[config.mk]
export PLATFORM = sky130hd
export DESIGN_NAME = wedc_ctrl
export DESIGN_NICKNAME = d
export VERILOG_FILES = /design/src/wedc_pkg.sv /design/src/wedc_sync.sv /design/src/wedc_ctrl.sv
export VERILOG_INCLUDE_DIRS = /design/src /design/src/src
export SDC_FILE = /design/constraint.sdc
export NUM_CORES = 1
export LEC_CHECK = 0
export ABC_AREA = 1
export BUFFER_PORTS_ARGS = -buffer_cell sky130_fd_sc_hd__buf_2
export CAP_MARGIN = 15
export CORE_ASPECT_RATIO = 1.4
export CORE_MARGIN = 2
export CORE_UTILIZATION = 51
export CTS_BUF_LIST = sky130_fd_sc_hd__clkbuf_16
export DETAILED_ROUTE_END_ITERATION = 6
export PLACE_DENSITY = 0.72
export RECOVER_POWER = 100
export SETUP_SLACK_MARGIN = 0.2
export SYNTH_ARGS = -nofsm -noshare
export SYNTH_HDL_FRONTEND = slang
export SYNTH_SLANG_ARGS = --single-unit
export TNS_END_PERCENT = 5
[constraint.sdc]
create_clock -name sys_clk -period 2.5 [get_ports sys_clk]
set_clock_uncertainty 0.15 [all_clocks]
set_input_delay 0.125 -clock sys_clk [delete_from_list [all_inputs] [get_ports sys_clk]]
set_output_delay 0.125 -clock sys_clk [all_outputs]
set_load 0.05 [all_outputs]
[src/wedc_consts.svh]
// Constants for the word EDAC host controller.
`ifndef WEDC_CONSTS_SVH
`define WEDC_CONSTS_SVH

// Register byte offsets on the APB port.
`define WEDC_OFF_CTRL 8'h00
`define WEDC_OFF_WDATA 8'h04
`define WEDC_OFF_WCHECK 8'h08
`define WEDC_OFF_STATUS 8'h0C
`define WEDC_OFF_RDATA 8'h10
`define WEDC_OFF_RCHECK 8'h14
`define WEDC_OFF_DDATA 8'h18

// Control register fields.
`define WEDC_CTRL_CMD_LSB 0
`define WEDC_CTRL_CMD_MSB 2
`define WEDC_CTRL_MASK_LSB 4
`define WEDC_CTRL_MASK_MSB 7

// Status register fields.
`define WEDC_ST_BUSY 0
`define WEDC_ST_DONE 1
`define WEDC_ST_CORR 2
`define WEDC_ST_UNCORR 3
`define WEDC_ST_DSINGLE 4
`define WEDC_ST_DMULTI 5

// Reset values.
`define WEDC_RST_WORD 32'h0000_0000
`define WEDC_RST_CHECK 7'h00

// Timing: the settle time covers the device's slowest path, then the pin synchroniser.
`define WEDC_CLK_PERIOD_PS 4000
`define WEDC_SETTLE_NS 40
`define WEDC_SYNC_LAT 4
`define WEDC_SETTLE_CYC ((`WEDC_SETTLE_NS * 1000 + `WEDC_CLK_PERIOD_PS - 1) / `WEDC_CLK_PERIOD_PS + `WEDC_SYNC_LAT)

`endif

[src/wedc_pkg.sv]
// Types shared by the word EDAC host controller.
package wedc_pkg;

    typedef enum logic [2:0] {
        WEDC_CMD_NONE = 3'h0,
        WEDC_CMD_READ = 3'h1,
        WEDC_CMD_WRITE = 3'h2,
        WEDC_CMD_RMW = 3'h3,
        WEDC_CMD_DIAG = 3'h4
    } wedc_cmd_t;

    typedef enum logic [6:0] {
        WEDC_ST_IDLE = 7'b000_0001,
        WEDC_ST_FLAG = 7'b000_0010,
        WEDC_ST_LATCH = 7'b000_0100,
        WEDC_ST_LOAD = 7'b000_1000,
        WEDC_ST_MODIFY = 7'b001_0000,
        WEDC_ST_GEN = 7'b010_0000,
        WEDC_ST_DIAG = 7'b100_0000
    } wedc_state_t;

endpackage : wedc_pkg

[src/wedc_sync.sv]
// Three-stage pin synchroniser with a second/third stage agreement filter.
`timescale 1ns/1ps
`default_nettype none

module wedc_sync #(
    parameter int WIDTH = 1
) (
    // Clock and reset
    input wire logic sys_clk,
    input wire logic nrst,
    // Pins and filtered result
    input wire logic [WIDTH-1:0] pin,
    output logic [WIDTH-1:0] value
);

    logic [WIDTH-1:0] s1_r;
    logic [WIDTH-1:0] s2_r;
    logic [WIDTH-1:0] s3_r;
    logic [WIDTH-1:0] value_nxt;

    generate
        if (WIDTH < 1) begin : g_bad_width
            $error("wedc_sync needs WIDTH of at least one");
        end
    endgenerate

    // A bit takes its new level only once the second and third stages agree.
    always_comb begin
        for (int i = 0; i < WIDTH; i++) begin
            value_nxt[i] = (s2_r[i] == s3_r[i]) ? s3_r[i] : value[i];
        end
    end

    always_ff @(posedge sys_clk or negedge nrst) begin
        if (!nrst) begin
            s1_r <= '0;
            s2_r <= '0;
            s3_r <= '0;
            value <= '0;
        end else begin
            s1_r <= pin;
            s2_r <= s1_r;
            s3_r <= s2_r;
            value <= value_nxt;
        end
    end

endmodule : wedc_sync
`default_nettype wire

[src/wedc_ctrl.sv]
// Host controller that sequences a 32-bit word EDAC through its pins under APB control.
`timescale 1ns/1ps
`default_nettype none
`include "wedc_consts.svh"

// Summary of operation
// - Read-and-flag then latch-input select order captures the 39-bit word.
// - Output data latch loads on a low-to-high edge of its latch enable.
// - High byte enable frees the lane for the host; low drives original byte.
// - After modifying bytes, both selects go low to generate a new check word.
// - Diagnostic then correction mode corrects the diagnostic word with syndrome.
// - Single flag low with multi high: run the correction cycle before use.
// - Both flags low is uncorrectable; the read data must not be used.
module wedc_ctrl #(
    parameter int SETTLE_CYC = `WEDC_SETTLE_CYC
) (
    // Clock and reset
    input wire logic sys_clk,
    input wire logic nrst,
    // APB slave
    input wire logic psel,
    input wire logic penable,
    input wire logic pwrite,
    input wire logic [7:0] paddr,
    input wire logic [31:0] pwdata,
    output logic [31:0] prdata,
    output logic pready,
    output logic pslverr,
    // Device control pins
    output logic function_select_low,
    output logic function_select_high,
    output logic data_out_latch_load,
    output logic [3:0] byte_lane_output_enable_n,
    output logic check_port_output_enable_n,
    // Device data and check ports, split into in, out and enable
    input wire logic [31:0] data_bit_port_in,
    output logic [31:0] data_bit_port_out,
    output logic [31:0] data_bit_port_oe,
    input wire logic [6:0] check_bit_port_in,
    output logic [6:0] check_bit_port_out,
    output logic [6:0] check_bit_port_oe,
    // Device error flags
    input wire logic single_error_flag_n,
    input wire logic multi_error_flag_n
);

    generate
        if (SETTLE_CYC < 1 || SETTLE_CYC > 255) begin : g_bad_settle
            $error("wedc_ctrl SETTLE_CYC must lie in 1 to 255");
        end
    endgenerate

    localparam logic [7:0] SETTLE_LOAD = 8'(SETTLE_CYC - 1);

    // Synchronised pins.
    logic [31:0] data_s;
    logic [6:0] check_s;
    logic serr_n_s;
    logic multi_error_flag_n_n_s;

    wedc_sync #(.WIDTH(41)) u_sync (
        .sys_clk(sys_clk),
        .nrst(nrst),
        .pin({multi_error_flag_n, single_error_flag_n, check_bit_port_in, data_bit_port_in}),
        .value({multi_error_flag_n_n_s, serr_n_s, check_s, data_s})
    );

    // Sequencer and software-visible state.
    wedc_pkg::wedc_state_t state_r, state_nxt;
    wedc_pkg::wedc_cmd_t cmd_r, cmd_nxt;
    logic [7:0] timer_r, timer_nxt;
    logic [3:0] mask_r, mask_nxt;
    logic [31:0] wdata_r, wdata_nxt;
    logic [6:0] wcheck_r, wcheck_nxt;
    logic [31:0] ddata_r, ddata_nxt;
    logic [31:0] rdata_r, rdata_nxt;
    logic [6:0] rcheck_r, rcheck_nxt;
    logic done_r, done_nxt;
    logic corr_r, corr_nxt;
    logic uncorr_r, uncorr_nxt;
    logic dsingle_r, dsingle_nxt;
    logic dmulti_r, dmulti_nxt;
    logic wr_acc;
    logic start;
    logic [31:0] status_w;

    assign wr_acc = psel && penable && pwrite && pready && (state_r == wedc_pkg::WEDC_ST_IDLE);
    assign start = wr_acc && (paddr == `WEDC_OFF_CTRL);

    always_comb begin
        status_w = 32'h0000_0000;
        status_w[`WEDC_ST_BUSY] = (state_r != wedc_pkg::WEDC_ST_IDLE);
        status_w[`WEDC_ST_DONE] = done_r;
        status_w[`WEDC_ST_CORR] = corr_r;
        status_w[`WEDC_ST_UNCORR] = uncorr_r;
        status_w[`WEDC_ST_DSINGLE] = dsingle_r;
        status_w[`WEDC_ST_DMULTI] = dmulti_r;
    end

    always_comb begin
        state_nxt = state_r;
        cmd_nxt = cmd_r;
        mask_nxt = mask_r;
        timer_nxt = (timer_r != 8'h00) ? timer_r - 8'h01 : 8'h00;
        wdata_nxt = wdata_r;
        wcheck_nxt = wcheck_r;
        ddata_nxt = ddata_r;
        rdata_nxt = rdata_r;
        rcheck_nxt = rcheck_r;
        done_nxt = done_r;
        corr_nxt = corr_r;
        uncorr_nxt = uncorr_r;
        dsingle_nxt = dsingle_r;
        dmulti_nxt = dmulti_r;
        if (wr_acc && paddr == `WEDC_OFF_WDATA) begin
            wdata_nxt = pwdata;
        end
        if (wr_acc && paddr == `WEDC_OFF_WCHECK) begin
            wcheck_nxt = pwdata[6:0];
        end
        if (wr_acc && paddr == `WEDC_OFF_DDATA) begin
            ddata_nxt = pwdata;
        end
        unique case (state_r)
            wedc_pkg::WEDC_ST_IDLE: begin
                if (start) begin
                    cmd_nxt = wedc_pkg::wedc_cmd_t'(pwdata[`WEDC_CTRL_CMD_MSB:`WEDC_CTRL_CMD_LSB]);
                    mask_nxt = pwdata[`WEDC_CTRL_MASK_MSB:`WEDC_CTRL_MASK_LSB];
                    done_nxt = 1'b0;
                    corr_nxt = 1'b0;
                    uncorr_nxt = 1'b0;
                    dsingle_nxt = 1'b0;
                    dmulti_nxt = 1'b0;
                    timer_nxt = SETTLE_LOAD;
                    if (pwdata[`WEDC_CTRL_CMD_MSB:`WEDC_CTRL_CMD_LSB] == wedc_pkg::WEDC_CMD_WRITE) begin
                        state_nxt = wedc_pkg::WEDC_ST_GEN;
                    end else if (pwdata[`WEDC_CTRL_CMD_MSB:`WEDC_CTRL_CMD_LSB] == wedc_pkg::WEDC_CMD_NONE
                        || pwdata[`WEDC_CTRL_CMD_MSB:`WEDC_CTRL_CMD_LSB] > wedc_pkg::WEDC_CMD_DIAG) begin
                        done_nxt = 1'b1;
                    end else begin
                        state_nxt = wedc_pkg::WEDC_ST_FLAG;
                    end
                end
            end
            wedc_pkg::WEDC_ST_FLAG: begin
                if (timer_r == 8'h00) begin
                    timer_nxt = SETTLE_LOAD;
                    if (cmd_r == wedc_pkg::WEDC_CMD_DIAG) begin
                        state_nxt = wedc_pkg::WEDC_ST_DIAG;
                    end else if (!serr_n_s && !multi_error_flag_n_n_s) begin
                        uncorr_nxt = 1'b1;
                        done_nxt = 1'b1;
                        state_nxt = wedc_pkg::WEDC_ST_IDLE;
                    end else if (!serr_n_s || cmd_r == wedc_pkg::WEDC_CMD_RMW) begin
                        corr_nxt = !serr_n_s;
                        state_nxt = wedc_pkg::WEDC_ST_LATCH;
                    end else begin
                        rdata_nxt = data_s;
                        rcheck_nxt = check_s;
                        done_nxt = 1'b1;
                        state_nxt = wedc_pkg::WEDC_ST_IDLE;
                    end
                end
            end
            wedc_pkg::WEDC_ST_DIAG: begin
                if (timer_r == 8'h00) begin
                    dsingle_nxt = !serr_n_s;
                    dmulti_nxt = !multi_error_flag_n_n_s;
                    rcheck_nxt = check_s;
                    timer_nxt = SETTLE_LOAD;
                    state_nxt = wedc_pkg::WEDC_ST_LATCH;
                end
            end
            wedc_pkg::WEDC_ST_LATCH: begin
                if (timer_r == 8'h00) begin
                    timer_nxt = SETTLE_LOAD;
                    state_nxt = wedc_pkg::WEDC_ST_LOAD;
                end
            end
            wedc_pkg::WEDC_ST_LOAD: begin
                if (timer_r == 8'h00) begin
                    rdata_nxt = data_s;
                    rcheck_nxt = check_s;
                    timer_nxt = SETTLE_LOAD;
                    if (cmd_r == wedc_pkg::WEDC_CMD_RMW) begin
                        state_nxt = wedc_pkg::WEDC_ST_MODIFY;
                    end else begin
                        done_nxt = 1'b1;
                        state_nxt = wedc_pkg::WEDC_ST_IDLE;
                    end
                end
            end
            wedc_pkg::WEDC_ST_MODIFY, wedc_pkg::WEDC_ST_GEN: begin
                if (timer_r == 8'h00) begin
                    rdata_nxt = data_s;
                    rcheck_nxt = check_s;
                    done_nxt = 1'b1;
                    state_nxt = wedc_pkg::WEDC_ST_IDLE;
                end
            end
            default: begin
                state_nxt = wedc_pkg::WEDC_ST_IDLE;
            end
        endcase
    end

    // Pin levels are decoded from the next state so that every pin leaves a flip-flop.
    logic s_low_nxt, s_high_nxt, latch_load_nxt, cpoe_n_nxt;
    logic [3:0] lane_oe_n_nxt;
    logic [31:0] dout_nxt, doe_nxt;
    logic [6:0] cout_nxt, coe_nxt;

    always_comb begin
        s_high_nxt = 1'b1;
        s_low_nxt = 1'b0;
        latch_load_nxt = 1'b0;
        lane_oe_n_nxt = 4'hF;
        cpoe_n_nxt = 1'b1;
        dout_nxt = 32'h0000_0000;
        doe_nxt = 32'h0000_0000;
        cout_nxt = 7'h00;
        coe_nxt = 7'h00;
        unique case (state_nxt)
            wedc_pkg::WEDC_ST_IDLE: begin
            end
            wedc_pkg::WEDC_ST_FLAG: begin
                // Read-and-flag first; the memory drives both ports on a read.
                if (cmd_nxt == wedc_pkg::WEDC_CMD_DIAG) begin
                    dout_nxt = wdata_nxt;
                    doe_nxt = 32'hFFFF_FFFF;
                    cout_nxt = wcheck_nxt;
                    coe_nxt = 7'h7F;
                end
            end
            wedc_pkg::WEDC_ST_DIAG: begin
                s_high_nxt = 1'b0;
                s_low_nxt = 1'b1;
                cpoe_n_nxt = 1'b0;
                dout_nxt = ddata_nxt;
                doe_nxt = 32'hFFFF_FFFF;
            end
            wedc_pkg::WEDC_ST_LATCH: begin
                s_low_nxt = 1'b1;
                if (cmd_nxt == wedc_pkg::WEDC_CMD_DIAG) begin
                    dout_nxt = ddata_nxt;
                    doe_nxt = 32'hFFFF_FFFF;
                end
            end
            wedc_pkg::WEDC_ST_LOAD: begin
                s_low_nxt = 1'b1;
                latch_load_nxt = 1'b1;
                lane_oe_n_nxt = 4'h0;
                cpoe_n_nxt = 1'b0;
            end
            wedc_pkg::WEDC_ST_MODIFY: begin
                s_high_nxt = 1'b0;
                latch_load_nxt = 1'b1;
                lane_oe_n_nxt = mask_nxt;
                cpoe_n_nxt = 1'b0;
                dout_nxt = wdata_nxt;
                for (int b = 0; b < 4; b++) begin
                    doe_nxt[b*8 +: 8] = {8{mask_nxt[b]}};
                end
            end
            wedc_pkg::WEDC_ST_GEN: begin
                s_high_nxt = 1'b0;
                cpoe_n_nxt = 1'b0;
                dout_nxt = wdata_nxt;
                doe_nxt = 32'hFFFF_FFFF;
            end
            default: begin
            end
        endcase
    end

    // APB answers one cycle after setup, so every access completes with no wait state.
    logic pready_nxt, pslverr_nxt;
    logic [31:0] prdata_nxt;
    logic mapped;

    always_comb begin
        mapped = 1'b1;
        prdata_nxt = 32'h0000_0000;
        unique case (paddr)
            `WEDC_OFF_CTRL: prdata_nxt = {24'h00_0000, mask_r, 1'b0, cmd_r};
            `WEDC_OFF_WDATA: prdata_nxt = wdata_r;
            `WEDC_OFF_WCHECK: prdata_nxt = {25'h000_0000, wcheck_r};
            `WEDC_OFF_STATUS: prdata_nxt = status_w;
            `WEDC_OFF_RDATA: prdata_nxt = rdata_r;
            `WEDC_OFF_RCHECK: prdata_nxt = {25'h000_0000, rcheck_r};
            `WEDC_OFF_DDATA: prdata_nxt = ddata_r;
            default: mapped = 1'b0;
        endcase
        pready_nxt = psel && !penable;
        pslverr_nxt = psel && !penable && (!mapped || (pwrite
            && (paddr == `WEDC_OFF_STATUS || paddr == `WEDC_OFF_RDATA || paddr == `WEDC_OFF_RCHECK)));
        if (!(psel && !penable && !pwrite)) begin
            prdata_nxt = 32'h0000_0000;
        end
    end

    always_ff @(posedge sys_clk or negedge nrst) begin
        if (!nrst) begin
            state_r <= wedc_pkg::WEDC_ST_IDLE;
            cmd_r <= wedc_pkg::WEDC_CMD_NONE;
            mask_r <= 4'h0;
            timer_r <= 8'h00;
            wdata_r <= `WEDC_RST_WORD;
            wcheck_r <= `WEDC_RST_CHECK;
            ddata_r <= `WEDC_RST_WORD;
            rdata_r <= `WEDC_RST_WORD;
            rcheck_r <= `WEDC_RST_CHECK;
            done_r <= 1'b0;
            corr_r <= 1'b0;
            uncorr_r <= 1'b0;
            dsingle_r <= 1'b0;
            dmulti_r <= 1'b0;
            function_select_high <= 1'b1;
            function_select_low <= 1'b0;
            data_out_latch_load <= 1'b0;
            byte_lane_output_enable_n <= 4'hF;
            check_port_output_enable_n <= 1'b1;
            data_bit_port_out <= 32'h0000_0000;
            data_bit_port_oe <= 32'h0000_0000;
            check_bit_port_out <= 7'h00;
            check_bit_port_oe <= 7'h00;
            prdata <= 32'h0000_0000;
            pready <= 1'b0;
            pslverr <= 1'b0;
        end else begin
            state_r <= state_nxt;
            cmd_r <= cmd_nxt;
            mask_r <= mask_nxt;
            timer_r <= timer_nxt;
            wdata_r <= wdata_nxt;
            wcheck_r <= wcheck_nxt;
            ddata_r <= ddata_nxt;
            rdata_r <= rdata_nxt;
            rcheck_r <= rcheck_nxt;
            done_r <= done_nxt;
            corr_r <= corr_nxt;
            uncorr_r <= uncorr_nxt;
            dsingle_r <= dsingle_nxt;
            dmulti_r <= dmulti_nxt;
            function_select_high <= s_high_nxt;
            function_select_low <= s_low_nxt;
            data_out_latch_load <= latch_load_nxt;
            byte_lane_output_enable_n <= lane_oe_n_nxt;
            check_port_output_enable_n <= cpoe_n_nxt;
            data_bit_port_out <= dout_nxt;
            data_bit_port_oe <= doe_nxt;
            check_bit_port_out <= cout_nxt;
            check_bit_port_oe <= coe_nxt;
            prdata <= prdata_nxt;
            pready <= pready_nxt;
            pslverr <= pslverr_nxt;
        end
    end

endmodule : wedc_ctrl
`default_nettype wire

==> impl_metrics.py, run 1 <==
metrics = {
    "outcome": {
        "outcome": "completed",
    },
    "critical_path": {
        "worstReg2RegEnd": "data_bit_port_out[20]",
        "worst_ep_required_time_ns": 2.82,
        "crit_end": "data_bit_port_out[20]",
        "worst-path-max-fanout": 54,
        "worstRegToRegCells": 11,
        "crit_type": "reg -> reg",
        "r2r_start": "state_r[0]",
        "startpoint_type": "flop",
        "end_kind": "flop",
        "reg2reg_slack_ns": 0.15,
        "arrival_ns": 2.67,
        "setup.worst_path.start": "state_r[0]",
    },
    "clock_tree": {
        "htreeDepth": 2,
        "cts.path.max_buffers": 3,
        "clockRootBuffer": "clkbuf_16",
        "cts_buffers": 36,
        "clock-sinks": 387,
        "cts_tree": "built",
        "path_clk_slew_ns": 0.06,
        "insertion_delay_ns": 0.53,
    },
    "sta": {
        "tightest_slew_ns": 1.36,
        "finalSetupViolCount": 0,
        "hold_viol": 0,
        "fin_crit_sh": 0.940,
        "rsz0062_at_grt": "yes",
        "fin_setup_tns_ns": 0,
        "setup_ws_ns": 0.149,
        "slew_headroom": 0.0928,
        "drv_slew": 0,
        "post-route-min-period_ns": 2.35,
        "worst_hold_slack_ns": 0.00141,
        "clock.fmax_ghz": 0.425,
    },
    "die": {
        "io_pins": 206,
        "row_count": 72,
        "coreArea_sq_um": 27700,
        "die-area_sq_um": 29500,
        "die_w_microns": 146,
        "die_h_microns": 202,
        "initial_utilization": 0.518,
    },
    "synth": {
        "synthCells": 1335,
        "synth.distinct_cells": 43,
        "ys_seq_area_frac": 0.677,
        "ys_seq_elements": 387,
        "synth_fp_nets": 1422,
        "syn_area_sq_um": 14300,
        "yosys_warnings": 0,
        "avgSynthCellArea_sq_um": 10.7,
    },
    "global_route": {
        "grt_util_met2": 0.399,
        "grt_antenna_before_repair": 0,
        "overflow": 0,
        "grt_pass1_wl_mm": 54.3,
        "gr-max-usage-layer": "met2",
        "grt_pass1_vias": 10400,
        "grtUsageMet3": 0.0359,
        "grt_use_total": 0.232,
        "met1_usage": 0.290,
        "grt_start_max_net_pins": 71,
    },
    "job": {
        "drv_cap": 0,
    },
    "power_and_ir_drop": {
        "intPower_uw": 10000,
        "switching_share": 0.218,
        "p_leak_uw": 0.00841,
        "combPwrFrac": 0.053,
        "ir_drop_v": 0.000468,
        "sequentialPowerShare": 0.518,
        "clock_power_share": 0.429,
        "switchingPower_uw": 2790,
        "power_density_nw_per_um2": 734,
    },
    "placed_design": {
        "place_worst_setup_slack_ns": 0.169,
        "dp_hpwl_mm": 22.3,
        "portBuffers": 205,
        "gp_congestion": 0.909,
    },
    "layout": {
        "n_fill_cell": 2283,
        "nets": 1691,
        "drive_gt1_frac": 0.123,
        "area_growth_pct": 21.9,
    },
    "routing": {
        "num_vias": 10400,
        "vias_per_cell": 5.18,
        "drt_iter0_drc": 789,
        "wire_per_inst_microns": 16.7,
        "drc": 0,
        "first_pass_iters": 5,
        "ant_nets": 0,
        "wl_mm": 33.5,
    },
    "hold_path": {
        "hp-class": "in -> async",
    },
}
==> what timing repair did <==
item / in CTS / in global routing
resized for setup: 1 / 10
hold buffers: 78 / 0
pin swaps: 0 / 1
endpoints found under the hold margin: 512 / 0
buffers inserted: 0 / 0
setup endpoints to repair: 56 / 83
==> cell families (layout without fill, tap and decap cells) <==
kind of cell / Yosys count / after routing / share of synthesized area
flip-flops: 387 / 387 / 0.677
AND/OR/NAND/NOR: 555 / 555 / 0.167
XOR/XNOR: 6 / 6 / 0.00367
buffers and inverters: 187 / 484 / 0.0613
AO/OA/AOI/OAI: 158 / 158 / 0.0619
adder cells (fa/ha/maj): 42 / 42 / 0.0295
other: 0 / 1 / 0
==> Yosys cell counts (all sizes together) <==
cell,n,share of area
maj3,41,0.029
dfstp,7,0.013
xnor2,3,0.0018
xor2,3,0.0018
a31oi,24,0.010
a211oi,1,0.00052
dfrtp,380,0.66
clkinv,1,0.00026
or2,3,0.0013
or3,1,0.00044
ha,1,0.00087
nor2,71,0.024
nand4,5,0.0022
o22ai,3,0.0013
o21bai,1,0.00052
inv,103,0.027
buf,60,0.028
nand3,94,0.035
o221ai,2,0.0012
nand2,369,0.10
o2111ai,2,0.0012
o31ai,2,0.0010
nand3b,1,0.00052
a221oi,1,0.00061
a21oi,20,0.0070
clkbuf,23,0.0060
nor3,10,0.0035
o21ai,100,0.037
nor3b,1,0.00052
o211ai,2,0.0014
==> sequential cells by signal, summed over array words and instances, names as in the netlist, 41 cells and up <==
name	count
u_sync.s1_r	41
u_sync.s2_r	41
u_sync.s3_r	41
u_sync.value	41
==> per-layer routing <==
layer / vias up / routed length [microns]
li1: 4784 / -
met1: 5100 / 13000
met2: 391 / 17100
met3: 101 / 1870
met4: 0 / 1580
met5: - / 0
==> layout by cell type (no fill, tap or decap), types with 41 or more instances in the layout <==
cell type      Yosys  final
dfrtp_1          380    380
clkbuf_1          23    127
dlygate4sd3_1      0     78
maj3_1            41     41
nor2_1            59     58
nand3_1           92     92
inv_1             97    106
buf_2             21     85
nand2_1          357    359
o21ai_0           64     86
==> worst max-delay path, cell delays in order (launching register included) <==
cell and delay [ns]:
dfstp_2 0.56, inv_2 0.05, nor2_2 0.08, nand2_2 0.09, nor2_8 0.16, nand2_1 0.08, inv_2 0.08, nand2_1 0.26
buf_12 0.29, o21ai_0 0.29, nand2_1 0.09, nand2_1 0.07
==> area by class of cell <==
type                            instances  area (sq um)  area share
Timing Repair Buffer                  314          1950       0.112
Antenna cell                            1          2.50    0.000143
Multi-Input combinational cell        761          3750       0.215
Clock inverter                         29           268      0.0153
Tap cell                              370           463      0.0265
Clock buffer                           37           926      0.0531
Sequential cell                       387          9690       0.556
Inverter                              104           390      0.0224
==> stage by stage <==
stage	total power, uW	area, sq um	instances	util
2_1_floorplan	7020	14300	1335	-
3_3_place_gp	7330	15700	1858	0.567
3_5_place_dp	7360	15700	1858	0.567
4_1_cts	13000	17700	2002	0.639
5_1_grt	13300	17400	2002	0.631
6_report	12800	17400	2003	0.631
==> worst min path at each step <==
stage | from | to | cells past startpoint
global placement | nrst | timer_r[5] | 1
detailed placement | nrst | timer_r[7] | 1
CTS | nrst | timer_r[7] | 2
global route | nrst | timer_r[7] | 2
finish | nrst | timer_r[7] | 2
floorplan | nrst | check_bit_port_oe[5] | 0
==> power by group through the flow <==
stage | logic (uW) | registers [uW] | clock network [uW]
4_1_cts | 703 | 6640 | 5610
5_1_grt | 765 | 6660 | 5870
6_report | 676 | 6640 | 5490
3_3_place_gp | 584 | 6740 | 0
3_5_place_dp | 606 | 6750 | 0
2_1_floorplan | 307 | 6710 | 0
Power figures use the tool's default switching activity.
==> run 2: changes to the inputs <==
--- a/config.mk
+++ b/config.mk
@@ -11,10 +11,9 @@
 export CAP_MARGIN = 15
 export CORE_ASPECT_RATIO = 1.4
 export CORE_MARGIN = 2
-export CORE_UTILIZATION = 51
+export CORE_UTILIZATION = 40
 export CTS_BUF_LIST = sky130_fd_sc_hd__clkbuf_16
 export DETAILED_ROUTE_END_ITERATION = 6
-export PLACE_DENSITY = 0.72
 export RECOVER_POWER = 100
 export SETUP_SLACK_MARGIN = 0.2
 export SYNTH_ARGS = -nofsm -noshare
==> run 2 against run 1 <==
  * The flow now finishes with violations (negative hold slack)
  * Maximum frequency is 1.7% higher
  * Final cell count is 5.0% higher
  * Power is 2.1% higher
  * Sequential cell count is the same
  * Global-route usage decreased by 4.1 points
  * Routed wire length increased by 5.5%
  * Largest power group unchanged
==> impl_metrics.py, run 2 (synthesis results as in run 1) <==
metrics = {
    "global_route": {
        "overflow": 0,
        "grt_antenna_before_repair": 0,
        "grt_use_total": 0.191,
        "grt_start_max_net_pins": 94,
        "grt_pass1_vias": 10200,
        "grt_pass1_wl_mm": 55.1,
    },
    "power_and_ir_drop": {
        "combPwrFrac": 0.052,
        "power_uw": 13100,
        "clock_power_share": 0.440,
        "sequentialPowerShare": 0.508,
        "ir_drop_v": 0.000592,
        "p_leak_uw": 0.00851,
        "power_density_nw_per_um2": 736,
        "switchingPower_uw": 2900,
        "switching_share": 0.222,
        "intPower_uw": 10200,
    },
    "sta": {
        "worst_hold_slack_ns": -0.00216,
        "fin_crit_sh": 0.925,
        "post-route-min-period_ns": 2.31,
        "rsz0062_at_grt": "yes",
        "clock.fmax_ghz": 0.432,
        "hold_viol": 1,
        "tightest_slew_ns": 1.34,
        "finalSetupViolCount": 0,
        "fin_setup_tns_ns": 0,
        "slew_headroom": 0.108,
        "drv_slew": 0,
    },
    "routing": {
        "vias_per_cell": 4.84,
        "ant_nets": 0,
        "wire_per_inst_microns": 16.8,
        "wl_mm": 35.3,
        "drt_iter0_drc": 532,
        "first_pass_iters": 5,
        "drc": 0,
        "num_vias": 10200,
    },
    "job": {
        "drv_cap": 0,
    },
    "outcome": {
        "violations": "negative hold slack",
        "outcome": "finished, violations left",
    },
    "critical_path": {
        "worst-path-max-fanout": 16,
        "startpoint_type": "flop",
        "arrival_ns": 2.63,
        "crit_type": "reg -> reg",
        "reg2reg_slack_ns": 0.19,
        "worst_ep_required_time_ns": 2.82,
        "worstRegToRegCells": 13,
        "worstReg2RegEnd": "data_bit_port_out[6]",
        "end_kind": "flop",
        "r2r_start": "state_r[0]",
    },
    "placed_design": {
        "gp_congestion": 0.859,
        "portBuffers": 205,
        "dp_cells": 1952,
        "dpl-instance-area_sq_um": 15800,
        "dp_hpwl_mm": 24.0,
    },
    "layout": {
        "final_cell_area_sq_um": 17800,
        "area_growth_pct": 24.1,
        "nets": 1702,
        "final_cells": 2103,
        "final_cell_mix": "380 x dfrtp_1, 357 x nand2_1, 128 x clkbuf_1",
        "diodes": 0,
        "layout_commonest_cell": "dfrtp_1",
        "postLayoutCoreUtil": 0.501,
        "drive_gt1_frac": 0.131,
    },
    "clock_tree": {
        "cts_buffers": 38,
        "clock-sinks": 387,
        "htreeDepth": 2,
        "path_clk_slew_ns": 0.06,
        "cts_tree": "built",
        "clockRootBuffer": "clkbuf_16",
        "insertion_delay_ns": 0.55,
        "cts.path.max_buffers": 3,
    },
    "hold_path": {
        "whs_path_depth": 5,
        "min_from": "psel",
        "hp-class": "in -> reg",
        "hold_end": "cmd_r[0]",
    },
    "die": {
        "row_count": 82,
        "die_h_microns": 228,
        "die-area_sq_um": 37300,
        "die_w_microns": 164,
        "initial_utilization": 0.403,
        "coreArea_sq_um": 35500,
        "io_pins": 206,
    },
}
-- run 2: cell types whose count changed in the layout (fill, tap and decap cells not counted), sizes merged --
cell      previous run  this run
clkbuf             169       178
clkinvlp             3         2
clkinv              14        16
inv                111       108
buf                104       106
diode                1         0
-- run 2: per-layer routing --
metal / vias to the layer above / track usage / wire, microns
met5: - / 0 / 0
met3: 93 / 0.0291 / 1690
li1: 4812 / - / -
met2: 305 / 0.328 / 17900
met1: 4971 / 0.234 / 14000
met4: 0 / 0.0905 / 1740
-- run 2: power by group through the flow --
stage	Combinational, uW	Clock (uW)	Sequential (uW)
floorplan	307	0	6710
global route	776	6170	6670
finish	679	5760	6640
global placement	593	0	6750
detailed placement	604	0	6760
CTS	703	5900	6640
-- run 2: cell type report --
| type | count | area, sq um |
|---|---|---|
| Timing Repair Buffer | 323 | 2080 |
| Fill cell | 3316 | 17700 |
| Tap cell | 462 | 578 |
| Sequential cell | 387 | 9690 |
| Clock buffer | 39 | 976 |
| Clock inverter | 27 | 284 |
| Multi-Input combinational cell | 761 | 3770 |
| Inverter | 104 | 390 |
-- run 2: metrics by stage --
stage	hold slack, ns	setup slack, ns
floorplan	-0.321	0.380
global placement	0.0624	0.225
detailed placement	0.0533	0.171
CTS	0.00412	0.223
global route	0.0150	0.0768
finish	-0.00216	0.187
-- run 2: worst max-delay path by stage --
| stage | from | end |
|---|---|---|
| 6_report | state_r[0] | data_bit_port_out[6] |
| 3_3_place_gp | state_r[0] | data_bit_port_out[18] |
| 5_1_grt | state_r[0] | data_bit_port_out[27] |
| 2_1_floorplan | pready | data_bit_port_out[2] |
| 3_5_place_dp | state_r[0] | data_bit_port_out[5] |
| 4_1_cts | state_r[0] | data_bit_port_out[24] |
-- run 2: what timing repair did --
| item | 4_1_cts | 5_1_grt |
|---|---|---|
| hold buffers | 78 | 0 |
| setup buffers | 2 | 3 |
| gates resized for setup | 0 | 24 |
| hold endpoints to repair | 294 | 0 |
| setup endpoints to repair | 32 | 74 |
| cloned | 0 | 2 |
| pin swaps | 0 | 2 |
-- run 2: critical path: stages, from the launching register on --
cell	delay (ns)
dfstp_1	0.57
inv_2	0.07
nor2_2	0.09
nand2_2	0.09
nor2_8	0.17
nand3_4	0.13
nand2_1	0.09
nand2_1	0.11
nor2_4	0.18
nand3_2	0.10
nand2_4	0.14
clkbuf_16	0.22
nand2_1	0.07
nand2_1	0.07
==> run 3: changes to the inputs <==
--- a/config.mk
+++ b/config.mk
@@ -14,6 +14,7 @@
 export CORE_UTILIZATION = 40
 export CTS_BUF_LIST = sky130_fd_sc_hd__clkbuf_16
 export DETAILED_ROUTE_END_ITERATION = 6
+export GPL_ROUTABILITY_DRIVEN = 0
 export RECOVER_POWER = 100
 export SETUP_SLACK_MARGIN = 0.2
 export SYNTH_ARGS = -nofsm -noshare
==> constraint.sdc (replaced) <==
create_clock -name sys_clk -period 2.5 [get_ports sys_clk]
set_clock_uncertainty 0.15 [all_clocks]
set_input_delay 0.75 -clock sys_clk [delete_from_list [all_inputs] [get_ports sys_clk]]
set_output_delay 0.75 -clock sys_clk [all_outputs]
set_load 0.05 [all_outputs]
==> run 3 against run 2 <==
  * The flow finishes with violations (max-capacitance violations, max-slew violations)
  * Routed wire length decreased by 2.4%
  * Critical endpoint is now data_bit_port_out[6]
  * Hold slack improved by 0.18 ns
  * Critical path type is now reg -> out
  * Via count decreased by 1.7%
  * Critical path depth decreased by 12
  * Maximum frequency decreased by 0.84%
  * First-iteration DRC count increased by 17%
  * Non-clock buffer count decreased by 43
  * Largest cell class unchanged
  * Sequential share of layout area increased by 1.6 points
  * Power decreased by 5.2%
  * Sequential power about the same
  * Sequential cell count unchanged
  * Global-route usage decreased by 0.46 points
==> impl_metrics.py, run 3 (synthesis results as in run 1) <==
metrics = {
    "die": {
        "row_count": 82,
        "die_w_microns": 164,
        "initial_utilization": 0.403,
        "die_h_microns": 228,
        "die-area_sq_um": 37300,
        "io_pins": 206,
        "coreArea_sq_um": 35500,
    },
    "clock_tree": {
        "cts_buffers": 37,
        "path_clk_slew_ns": 0.06,
        "cts_tree": "built",
        "insertion_delay_ns": 0.53,
        "htreeDepth": 2,
        "cts.path.max_buffers": 3,
        "clock-sinks": 387,
        "hold_buffers": 0,
        "clockRootBuffer": "clkbuf_16",
    },
    "placed_design": {
        "place_worst_setup_slack_ns": -0.0973,
        "portBuffers": 205,
        "dp_hpwl_mm": 24.4,
    },
    "routing": {
        "num_vias": 10000,
        "drc": 0,
        "first_pass_iters": 5,
        "ant_nets": 0,
        "wire_per_inst_microns": 16.7,
        "wl_mm": 34.5,
        "vias_per_cell": 4.86,
        "drt_iter0_drc": 622,
    },
    "layout": {
        "layout_commonest_cell": "dfrtp_1",
        "area_growth_pct": 20.6,
        "postLayoutCoreUtil": 0.487,
        "nets": 1658,
        "final_cell_mix": "380 x dfrtp_1, 357 x nand2_1, 106 x inv_1",
        "drive_gt1_frac": 0.180,
        "diodes": 0,
    },
    "sta": {
        "setup_ws_ns": 0.168,
        "drv_slew": 52,
        "finalSetupViolCount": 0,
        "tightest_slew_ns": 1.84,
        "fin_crit_sh": 0.933,
        "clock.fmax_ghz": 0.429,
        "rsz0062_at_grt": "yes",
        "hold_viol": 0,
        "post-route-min-period_ns": 2.33,
        "slew_headroom": -0.229,
        "fin_setup_tns_ns": 0,
    },
    "critical_path": {
        "worst_ep_required_time_ns": 1.60,
        "critPathTopFamily": "buffers and inverters",
        "slowest_stage": "clkbuf_1",
        "critPathBufInv": 1,
        "end_kind": "output pin",
        "worst-path-max-fanout": 1,
        "arrival_ns": 1.43,
        "crit_type": "reg -> out",
        "path_cells": "clkbuf_1",
        "critical-path-max-stage-delay_ns": 0.49,
        "startpoint_type": "flop",
    },
    "job": {
        "drv_cap": 1,
    },
    "power_and_ir_drop": {
        "ir_drop_v": 0.000578,
        "power_density_nw_per_um2": 717,
        "p_leak_uw": 0.00846,
    },
    "hold_path": {
        "hp-class": "reg -> reg",
    },
    "outcome": {
        "outcome": "finished, violations left",
        "violations": "max-capacitance violations, max-slew violations",
    },
    "global_route": {
        "grt_antenna_before_repair": 2,
        "grt_start_max_net_pins": 65,
        "overflow": 0,
        "grt_pass1_vias": 9937,
        "grt_pass1_wl_mm": 54.3,
        "grt_use_total": 0.186,
    },
}
-- run 3: changes by cell type in the layout (fill, tap and decap cells not counted), moves of 3 or more --
| cell | before | now |
|---|---|---|
| buf_12 | 8 | 19 |
| buf_2 | 79 | 82 |
| buf_4 | 14 | 39 |
| bufinv_16 | 5 | 0 |
| clkbuf_1 | 128 | 86 |
| clkbuf_2 | 6 | 49 |
| dlygate4sd3_1 | 78 | 0 |
| inv_1 | 103 | 106 |
| nor2_1 | 60 | 56 |
| o21ai_0 | 87 | 91 |
| o21ai_1 | 10 | 7 |
-- run 3: final timing paths --
path	from	end	slack (ns)	cells past startpoint
worst max-delay path	data_bit_port_out[6]	data_bit_port_out[6]	0.17	1
worst min-delay path	u_sync.s1_r[32]	u_sync.s2_r[32]	0.18	0
worst max register to register	state_r[0]	check_bit_port_out[0]	0.21	11
worst min register to register	u_sync.s1_r[32]	u_sync.s2_r[32]	0.18	0
max in group asynchronous	nrst	prdata[11]	0.37	2
min in group asynchronous	nrst	timer_r[2]	0.55	1
-- run 3: area by class of cell --
type / count / area (sq um)
inverter: 104 / 390
timing repair buffer: 280 / 1730
sequential: 387 / 9690
clock inverter: 25 / 119
fill: 3288 / 18200
multi-input combinational: 761 / 3790
tap: 462 / 578
clock buffer: 39 / 976
-- run 3: through the flow --
step | cells | hold WS [ns] | power, uW | cell area, sq um
final | 2058 | 0.179 | 12400 | 17300
after global routing | 2058 | 0.160 | 12900 | 17300
after CTS | 2050 | 0.0344 | 12600 | 17300
after detailed placement | 1985 | 0.185 | 7390 | 16200
after global placement | 1985 | 0.182 | 7370 | 16200
after floorplan | 1335 | 0.181 | 7020 | 14300
-- run 3: power by group --
part           total (uW)  switching (uW)  internal, uW
registers            6630             134          6500
clock network        5100            2280          2820
logic                 662             392           270
total               12400            2800          9590
-- run 3: what timing repair did --
action | 4_1_cts | 5_1_grt
setup buffers | 1 | 6
pin swaps | 1 | 7
gates cloned | 0 | 2
resized for setup | 1 | 16
endpoints found under the setup margin | 45 | 79
-- run 3: metal layers --
layer,vias up,routed length [microns],track usage
met2,327,17900,0.325
met3,69,1800,0.0287
li1,4735,-,-
met1,4876,13700,0.237
met4,4,1050,0.0595
met5,-,23,0
